### config.mk
export PLATFORM = sky130hd
export DESIGN_NAME = cdt_timer
export DESIGN_NICKNAME = d
export VERILOG_FILES = /design/src/pkg/cdt_pkg.sv /design/src/logic/cdt_timer.sv
export VERILOG_INCLUDE_DIRS = /design/src /design/src/pkg
export SDC_FILE = /design/constraint.sdc
export NUM_CORES = 1
export LEC_CHECK = 0
export ABC_AREA = 1
export BUFFER_PORTS_ARGS = -buffer_cell sky130_fd_sc_hd__buf_2
export CELL_PAD_IN_SITES_DETAIL_PLACEMENT = 0
export CELL_PAD_IN_SITES_GLOBAL_PLACEMENT = 1
export CORE_AREA = 2 2 227 229
export CTS_CLUSTER_SIZE = 25
export DETAILED_ROUTE_END_ITERATION = 16
export DIE_AREA = 0 0 229 231
export PLACE_DENSITY = 0.65
export SYNTH_ARGS = -nofsm -noshare
export SYNTH_HDL_FRONTEND = slang
export SYNTH_SLANG_ARGS = --single-unit
export TNS_END_PERCENT = 5
### constraint.sdc
create_clock -name pclk -period 5.6 [get_ports pclk]
set_clock_uncertainty 0.1 [all_clocks]
set_input_delay 1.12 -clock pclk [delete_from_list [all_inputs] [get_ports pclk]]
set_output_delay 1.12 -clock pclk [all_outputs]
set_load 0.03 [all_outputs]
### src/pkg/cdt_defines.svh
// Offsets, field positions and reset values of one cascadable down timer.
// Assumes a 32-bit APB slave, one aligned word per register.
`ifndef CDT_DEFINES_SVH
`define CDT_DEFINES_SVH

`define CDT_CNT_W        32
`define CDT_SEL_W        7
`define CDT_NSRC         107

`define CDT_OFF_CTRL     12'h000
`define CDT_OFF_RELOAD   12'h004
`define CDT_OFF_COUNT    12'h008
`define CDT_OFF_ENABLE   12'h00C
`define CDT_OFF_CASCTL   12'h010
`define CDT_OFF_SRC0     12'h014
`define CDT_OFF_SRC1     12'h018
`define CDT_OFF_SRC2     12'h01C
`define CDT_OFF_CMPA     12'h020
`define CDT_OFF_CMPB     12'h024

`define CDT_CTRL_EN      0
`define CDT_CTRL_ACT     1
`define CDT_CTRL_AUTODIS 2
`define CDT_CTRL_AUTODEA 3
`define CDT_CTRL_IRQEN   4
`define CDT_CTRL_SEL     7:5
`define CDT_CTRL_INV     8

`define CDT_CSD_EN0      0
`define CDT_CSD_INV0     1
`define CDT_CSD_EN1      2
`define CDT_CSD_INV1     3
`define CDT_CSD_CNTSRC   4
`define CDT_CSD_TRG0     6
`define CDT_CSD_TRG1     7
`define CDT_CSD_EN2      8
`define CDT_CSD_INV2     9
`define CDT_CSD_TRG2     10

`define CDT_RST_WORD     32'h00000000

`endif

### src/pkg/cdt_pkg.sv
// Types of the cascadable down timer: output function codes and state carrier.
// Assumes cdt_defines.svh for widths.
`include "cdt_defines.svh"
package cdt_pkg;

	typedef enum logic [2:0] {
		CDT_OUT_ZERO_PULSE,
		CDT_OUT_ACTIVE,
		CDT_OUT_TOGGLE,
		CDT_OUT_CMP_A,
		CDT_OUT_CMP_AB,
		CDT_OUT_ENABLED,
		CDT_OUT_CMP_A_NZ
	} cdt_out_e;

	typedef struct packed {
		logic                  en;
		logic                  inv;
		logic                  trg;
		logic [`CDT_SEL_W-1:0] sel;
	} cdt_casc_s;

	typedef struct packed {
		logic                  en;
		logic                  act;
		logic                  auto_dis;
		logic                  auto_deact;
		logic                  irq_en;
		cdt_out_e              out_sel;
		logic                  out_inv;
		logic                  cnt_src;
		cdt_casc_s [2:0]       casc;
		logic [2:0]            casc_lvl;
		logic [`CDT_CNT_W-1:0] reload;
		logic [`CDT_CNT_W-1:0] cnt;
		logic [`CDT_CNT_W-1:0] cmp_a;
		logic [`CDT_CNT_W-1:0] cmp_b;
		logic                  toggle;
		logic                  status;
		logic                  irq;
		logic [31:0]           prdata;
		logic                  pready;
		logic                  pslverr;
	} cdt_state_s;

endpackage
### src/logic/cdt_timer.sv
// One cascadable down timer unit with an APB register file.
// Assumes cascade sources come from logic on pclk (already synchronised).
// Notes on behaviour
// - Thirty-two bit counter decrements toward zero, making and measuring events.
// - No prescaler; in cascade count mode decrement exactly one per event.
// - Each cascade input selects one of up to 107 event sources.
// - Enabled cascade inputs zero and one start the unit's counting.
// - Cascade input two halts the unit's activity.
// - Interrupt request is raised while the counter equals zero.
// - Cascade control plus three source selects decide which signals feed in.
// - Function 0 gives a one-cycle pulse when the counter reaches zero.
// - Function 1 shows the active bit.
// - Function 2 toggles on every zero, a 50 percent square wave.
// - Function 3 is high while counter is at or above compare A.
// - Function 4 is high while counter is below A and at least B.
// - Function 5 shows the enabled bit.
// - Function 6 is high while counter is at most A and above zero.
`include "cdt_defines.svh"
module cdt_timer
	import cdt_pkg::*;
#(
	parameter int NSRC = `CDT_NSRC,
	parameter int AW   = 12
) (
	input  wire logic            pclk,
	input  wire logic            presetn,
	input  wire logic            psel,
	input  wire logic            penable,
	input  wire logic            pwrite,
	input  wire logic [AW-1:0]   paddr,
	input  wire logic [31:0]     pwdata,
	output logic      [31:0]     prdata,
	output logic                 pready,
	output logic                 pslverr,
	input  wire logic [NSRC-1:0] casc_src,
	output logic                 status_out,
	output logic                 irq_zero
);

	cdt_state_s q;
	cdt_state_s s;
	logic [2:0] lvl;
	logic [2:0] evt;
	logic       wr;
	logic       tick;
	logic       reach0;
	logic       hit;
	logic [11:0] a;

	function automatic logic pick(input logic [NSRC-1:0] v, input logic [`CDT_SEL_W-1:0] sel);
		// Codes past the last source read as an idle input
		if (32'(sel) < NSRC) begin
			return v[sel];
		end
		return 1'b0;
	endfunction

	always_comb begin
		s = q;
		a = 12'(paddr);
		wr = psel & penable & q.pready & pwrite;
		// Cascade: selected source, optional invert, level or rising edge
		for (int i = 0; i < 3; i++) begin
			lvl[i] = pick(casc_src, q.casc[i].sel) ^ q.casc[i].inv;
			evt[i] = q.casc[i].en & (q.casc[i].trg ? (lvl[i] & ~q.casc_lvl[i]) : lvl[i]);
		end
		s.casc_lvl = lvl;
		tick = q.en & q.act & (q.cnt_src ? evt[0] : 1'b1);
		reach0 = tick & (q.cnt == 32'h00000001);
		if (tick) begin
			if (q.cnt == 32'h00000000) begin
				s.cnt = q.reload;
			end else begin
				s.cnt = q.cnt - 32'h00000001;
			end
		end
		if (reach0) begin
			s.toggle = ~q.toggle;
			if (q.auto_dis) begin
				s.en = 1'b0;
			end
			if (q.auto_deact) begin
				s.act = 1'b0;
			end
		end
		if (q.en & (evt[0] | evt[1])) begin
			s.act = 1'b1;
		end
		// Halt beats a start in the same cycle, as an emergency stop must
		if (evt[2]) begin
			s.act = 1'b0;
		end
		// Software writes land last and override hardware updates
		if (wr) begin
			unique case (a)
				`CDT_OFF_CTRL: begin
					s.en = pwdata[`CDT_CTRL_EN];
					s.act = pwdata[`CDT_CTRL_ACT];
					s.auto_dis = pwdata[`CDT_CTRL_AUTODIS];
					s.auto_deact = pwdata[`CDT_CTRL_AUTODEA];
					s.irq_en = pwdata[`CDT_CTRL_IRQEN];
					s.out_sel = cdt_out_e'(pwdata[`CDT_CTRL_SEL]);
					s.out_inv = pwdata[`CDT_CTRL_INV];
				end
				`CDT_OFF_RELOAD: s.reload = pwdata;
				`CDT_OFF_COUNT:  s.cnt = pwdata;
				`CDT_OFF_ENABLE: s.en = pwdata[0];
				`CDT_OFF_CASCTL: begin
					s.casc[0].en = pwdata[`CDT_CSD_EN0];
					s.casc[0].inv = pwdata[`CDT_CSD_INV0];
					s.casc[0].trg = pwdata[`CDT_CSD_TRG0];
					s.casc[1].en = pwdata[`CDT_CSD_EN1];
					s.casc[1].inv = pwdata[`CDT_CSD_INV1];
					s.casc[1].trg = pwdata[`CDT_CSD_TRG1];
					s.casc[2].en = pwdata[`CDT_CSD_EN2];
					s.casc[2].inv = pwdata[`CDT_CSD_INV2];
					s.casc[2].trg = pwdata[`CDT_CSD_TRG2];
					s.cnt_src = pwdata[`CDT_CSD_CNTSRC];
				end
				`CDT_OFF_SRC0: s.casc[0].sel = pwdata[`CDT_SEL_W-1:0];
				`CDT_OFF_SRC1: s.casc[1].sel = pwdata[`CDT_SEL_W-1:0];
				`CDT_OFF_SRC2: s.casc[2].sel = pwdata[`CDT_SEL_W-1:0];
				`CDT_OFF_CMPA: s.cmp_a = pwdata;
				`CDT_OFF_CMPB: s.cmp_b = pwdata;
				default: ;
			endcase
		end
		// Status function built from next state so the pin stays a flop
		unique case (s.out_sel)
			CDT_OUT_ZERO_PULSE: hit = reach0;
			CDT_OUT_ACTIVE:     hit = s.act;
			CDT_OUT_TOGGLE:     hit = s.toggle;
			CDT_OUT_CMP_A:      hit = s.cnt >= s.cmp_a;
			CDT_OUT_CMP_AB:     hit = (s.cnt < s.cmp_a) && (s.cnt >= s.cmp_b);
			CDT_OUT_ENABLED:    hit = s.en;
			CDT_OUT_CMP_A_NZ:   hit = (s.cnt <= s.cmp_a) && (s.cnt != 32'h00000000);
			default:            hit = 1'b0;
		endcase
		s.status = hit ^ s.out_inv;
		s.irq = s.irq_en & (s.cnt == 32'h00000000);
		// Zero wait states: answer prepared in setup, shown in access
		s.pready = psel & ~penable;
		s.pslverr = 1'b0;
		s.prdata = `CDT_RST_WORD;
		if (psel & ~penable) begin
			unique case (a)
				`CDT_OFF_CTRL: begin
					s.prdata[`CDT_CTRL_EN] = q.en;
					s.prdata[`CDT_CTRL_ACT] = q.act;
					s.prdata[`CDT_CTRL_AUTODIS] = q.auto_dis;
					s.prdata[`CDT_CTRL_AUTODEA] = q.auto_deact;
					s.prdata[`CDT_CTRL_IRQEN] = q.irq_en;
					s.prdata[`CDT_CTRL_SEL] = q.out_sel;
					s.prdata[`CDT_CTRL_INV] = q.out_inv;
				end
				`CDT_OFF_RELOAD: s.prdata = q.reload;
				`CDT_OFF_COUNT:  s.prdata = q.cnt;
				`CDT_OFF_ENABLE: s.prdata[0] = q.en;
				`CDT_OFF_CASCTL: begin
					s.prdata[`CDT_CSD_EN0] = q.casc[0].en;
					s.prdata[`CDT_CSD_INV0] = q.casc[0].inv;
					s.prdata[`CDT_CSD_TRG0] = q.casc[0].trg;
					s.prdata[`CDT_CSD_EN1] = q.casc[1].en;
					s.prdata[`CDT_CSD_INV1] = q.casc[1].inv;
					s.prdata[`CDT_CSD_TRG1] = q.casc[1].trg;
					s.prdata[`CDT_CSD_EN2] = q.casc[2].en;
					s.prdata[`CDT_CSD_INV2] = q.casc[2].inv;
					s.prdata[`CDT_CSD_TRG2] = q.casc[2].trg;
					s.prdata[`CDT_CSD_CNTSRC] = q.cnt_src;
				end
				`CDT_OFF_SRC0: s.prdata[`CDT_SEL_W-1:0] = q.casc[0].sel;
				`CDT_OFF_SRC1: s.prdata[`CDT_SEL_W-1:0] = q.casc[1].sel;
				`CDT_OFF_SRC2: s.prdata[`CDT_SEL_W-1:0] = q.casc[2].sel;
				`CDT_OFF_CMPA: s.prdata = q.cmp_a;
				`CDT_OFF_CMPB: s.prdata = q.cmp_b;
				default:       s.pslverr = 1'b1;
			endcase
		end
	end

	always_ff @(posedge pclk or negedge presetn) begin
		if (!presetn) begin
			q <= '0;
		end else begin
			q <= s;
		end
	end

	assign prdata     = q.prdata;
	assign pready     = q.pready;
	assign pslverr    = q.pslverr;
	assign status_out = q.status;
	// Cascade event to other units exists only while the request is enabled
	assign irq_zero   = q.irq;
endmodule

==> results.sh <==
export IMPL_power_density_mw_per_mm2=195
export IMPL_slowest_stage="dfrtp_2"
export IMPL_cp_max_fo=11
export IMPL_gp_congestion=0.915
export IMPL_vdd_ir_drop_max_v=0.000190
export IMPL_synth_cell_area_mm2=0.0150
export IMPL_fin_crit_ns=5.12
export IMPL_final_period_utilization=0.915
export IMPL_syn_nets=2424
export IMPL_antenna_cells=0
export IMPL_cap_violations=0
export IMPL_critical_path_class="flop to flop"
export IMPL_drive_gt1_frac=0.139
export IMPL_cp_arrival_ns=5.45
export IMPL_ios=192
export IMPL_timing_final_ws_setup_ns=0.478
export IMPL_syn_avg_cell_area_um2=6.82
export IMPL_wl_per_cell_um=20.4
export IMPL_ant_nets=0
export IMPL_drc=0
export IMPL_die_y_um=231
export IMPL_groute_usage_overall=0.231
export IMPL_ys_flop_type="dfrtp_1"
export IMPL_cts_sinks=208
export IMPL_dp_hpwl_um=46200
export IMPL_synthDistinctLibCells=52
export IMPL_dpl_cell_count=3007
export IMPL_cts_root_buf="clkbuf_16"
export IMPL_grt_antenna_before_repair=1
export IMPL_areaGrowthSynthToFinish_pct=16.9
export IMPL_cts_tree="built"
export IMPL_firstDrtPassIters=6
export IMPL_setup_viol=0
export IMPL_final_cell_mix="nand2_1, inv_1, o21ai_0"
export IMPL_cts_buffers_inserted=26
export IMPL_avgViaCountPerCell=5.16
export IMPL_final_common_cell="nand2_1"
export IMPL_nNetsFinal=2577
export IMPL_post_route_util=0.346
export IMPL_wl_um=62400
export IMPL_dieArea_mm2=0.0529
export IMPL_hold_class="flop to flop"
export IMPL_fin_cells=3054
export IMPL_grt_pass1_wl_um=94600
export IMPL_synth_edf_count=0
export IMPL_vias=15755
export IMPL_clk_path_buf_depth=3
export IMPL_start_util=0.296
export IMPL_slew_headroom=0.241
export IMPL_yosys_area_top_type="dfrtp_1"
export IMPL_cp_common_cell="nand2_1"
export IMPL_fmax_mhz=195
export IMPL_async_flop_share=1.00
export IMPL_synthCells=2203
export IMPL_cp_start_kind="flop"
export IMPL_clk_latency_ns=0.54
export IMPL_tns_ns=0
export IMPL_max_slew_worst_pin_slew_ns=1.14
export IMPL_core_area_mm2=0.0507
export IMPL_rsz0062_at_grt="no"
export IMPL_dp_slack_ns=0.103
export IMPL_rows=83
export IMPL_finalHoldViolCount=0
export IMPL_ys_ff_latch=208
export IMPL_p_leak_nw=7.96
export IMPL_port_buffers=191
export IMPL_synth_area_top_cells="dfrtp_1, nand2_1, o21ai_0"
export IMPL_gr_total_overflow=0
export IMPL_slew_viol_final=0
export IMPL_cts_htree_levels=1
export IMPL_status="finished, final reports clean"
export IMPL_critPathRequiredTime_ns=5.93
export IMPL_grt_max_degree=115
export IMPL_dieWidth_um=229
export IMPL_drtIter0Drc=1462
export IMPL_synth_warnings=0
export IMPL_grt_pass1_vias=15409
export IMPL_max_stage_delay_ns=0.54
export IMPL_yosysSeqAreaShare=0.346
export IMPL_cp_end_kind="flop"
export IMPL_synth_top_area_share=0.346
export IMPL_clkTransAtPathRegs_ns=0.06
## metal layers
layer,vias to the layer above,part of all wire,global-route usage
met3,77,0.050,0.0210
met4,0,0.020,0.0552
met2,538,0.47,0.388
met1,7549,0.46,0.321
li1,7591,-,-
met5,-,0,0
## synthesized netlist by cell type (all sizes together), types with 27 or more instances
master / number
nand3: 156
dfrtp: 208
clkbuf: 70
buf: 59
nor2: 137
nand4: 29
a21oi: 115
o21ai: 267
ha: 65
o221ai: 27
inv: 308
nand2: 590
## final timing paths
path | cells after the start | from | slack [ns] | to
hold / removal | 1 | q[36] | 0.38 | q[36]
max in group asynchronous | 2 | presetn | 3.60 | q[169]
min in group asynchronous | 1 | presetn | 0.57 | prdata[30]
setup reg to reg | 35 | q[169] | 0.48 | status_out
setup / recovery | 35 | q[169] | 0.48 | status_out
hold reg to reg | 1 | q[36] | 0.38 | q[36]
## registers in the layout, summed over array words and instances, names as in the netlist
signal / flops
q: 172
prdata: 32
irq_zero: 1
pready: 1
pslverr: 1
status_out: 1
## power breakdown
group          switching, mW  total (mW)  internal (mW)
sequential           0.00150        1.51           1.51
combinational          0.156       0.231         0.0752
clock                  0.688        1.68          0.996
## metrics by stage
stage	area, um^2	power (mW)	hold WS [ns]
after global placement	16700	1.76	0.367
after global routing	17600	3.55	0.381
after CTS	17500	3.46	0.374
final	17600	3.42	0.375
after detailed placement	16700	1.77	0.362
after floorplan	15000	1.61	0.346
## logic make-up after synthesis
family,share of synthesized area
flops,0.346
buf+inv,0.124
fa+ha+maj,0.0541
mux,0.000666
simple gates,0.261
xor+xnor,0.0146
compound gates,0.200
## cell type report
type	instances	area, um^2
clock buffer	34	722
clock inverter	12	121
fill	5602	33100
inverter	316	1190
multi-input combinational	1550	7980
sequential	208	5210
tap	680	851
timing repair buffer	254	1480
## what timing repair did
item	4_1_cts	5_1_grt
buffers inserted	0	1
resized for setup	0	10
hold buffers	0	0
setup endpoints to repair	0	1
## worst max-delay path, delay by kind of cell (launching register included)
| family | cells | cell delay [ns] |
|---|---|---|
| simple gates | 24 | 2.60 |
| compound gates | 7 | 0.92 |
| flops | 1 | 0.54 |
| buf+inv | 3 | 0.49 |
| fa+ha+maj | 1 | 0.36 |
(Power assumes the default switching activity.)
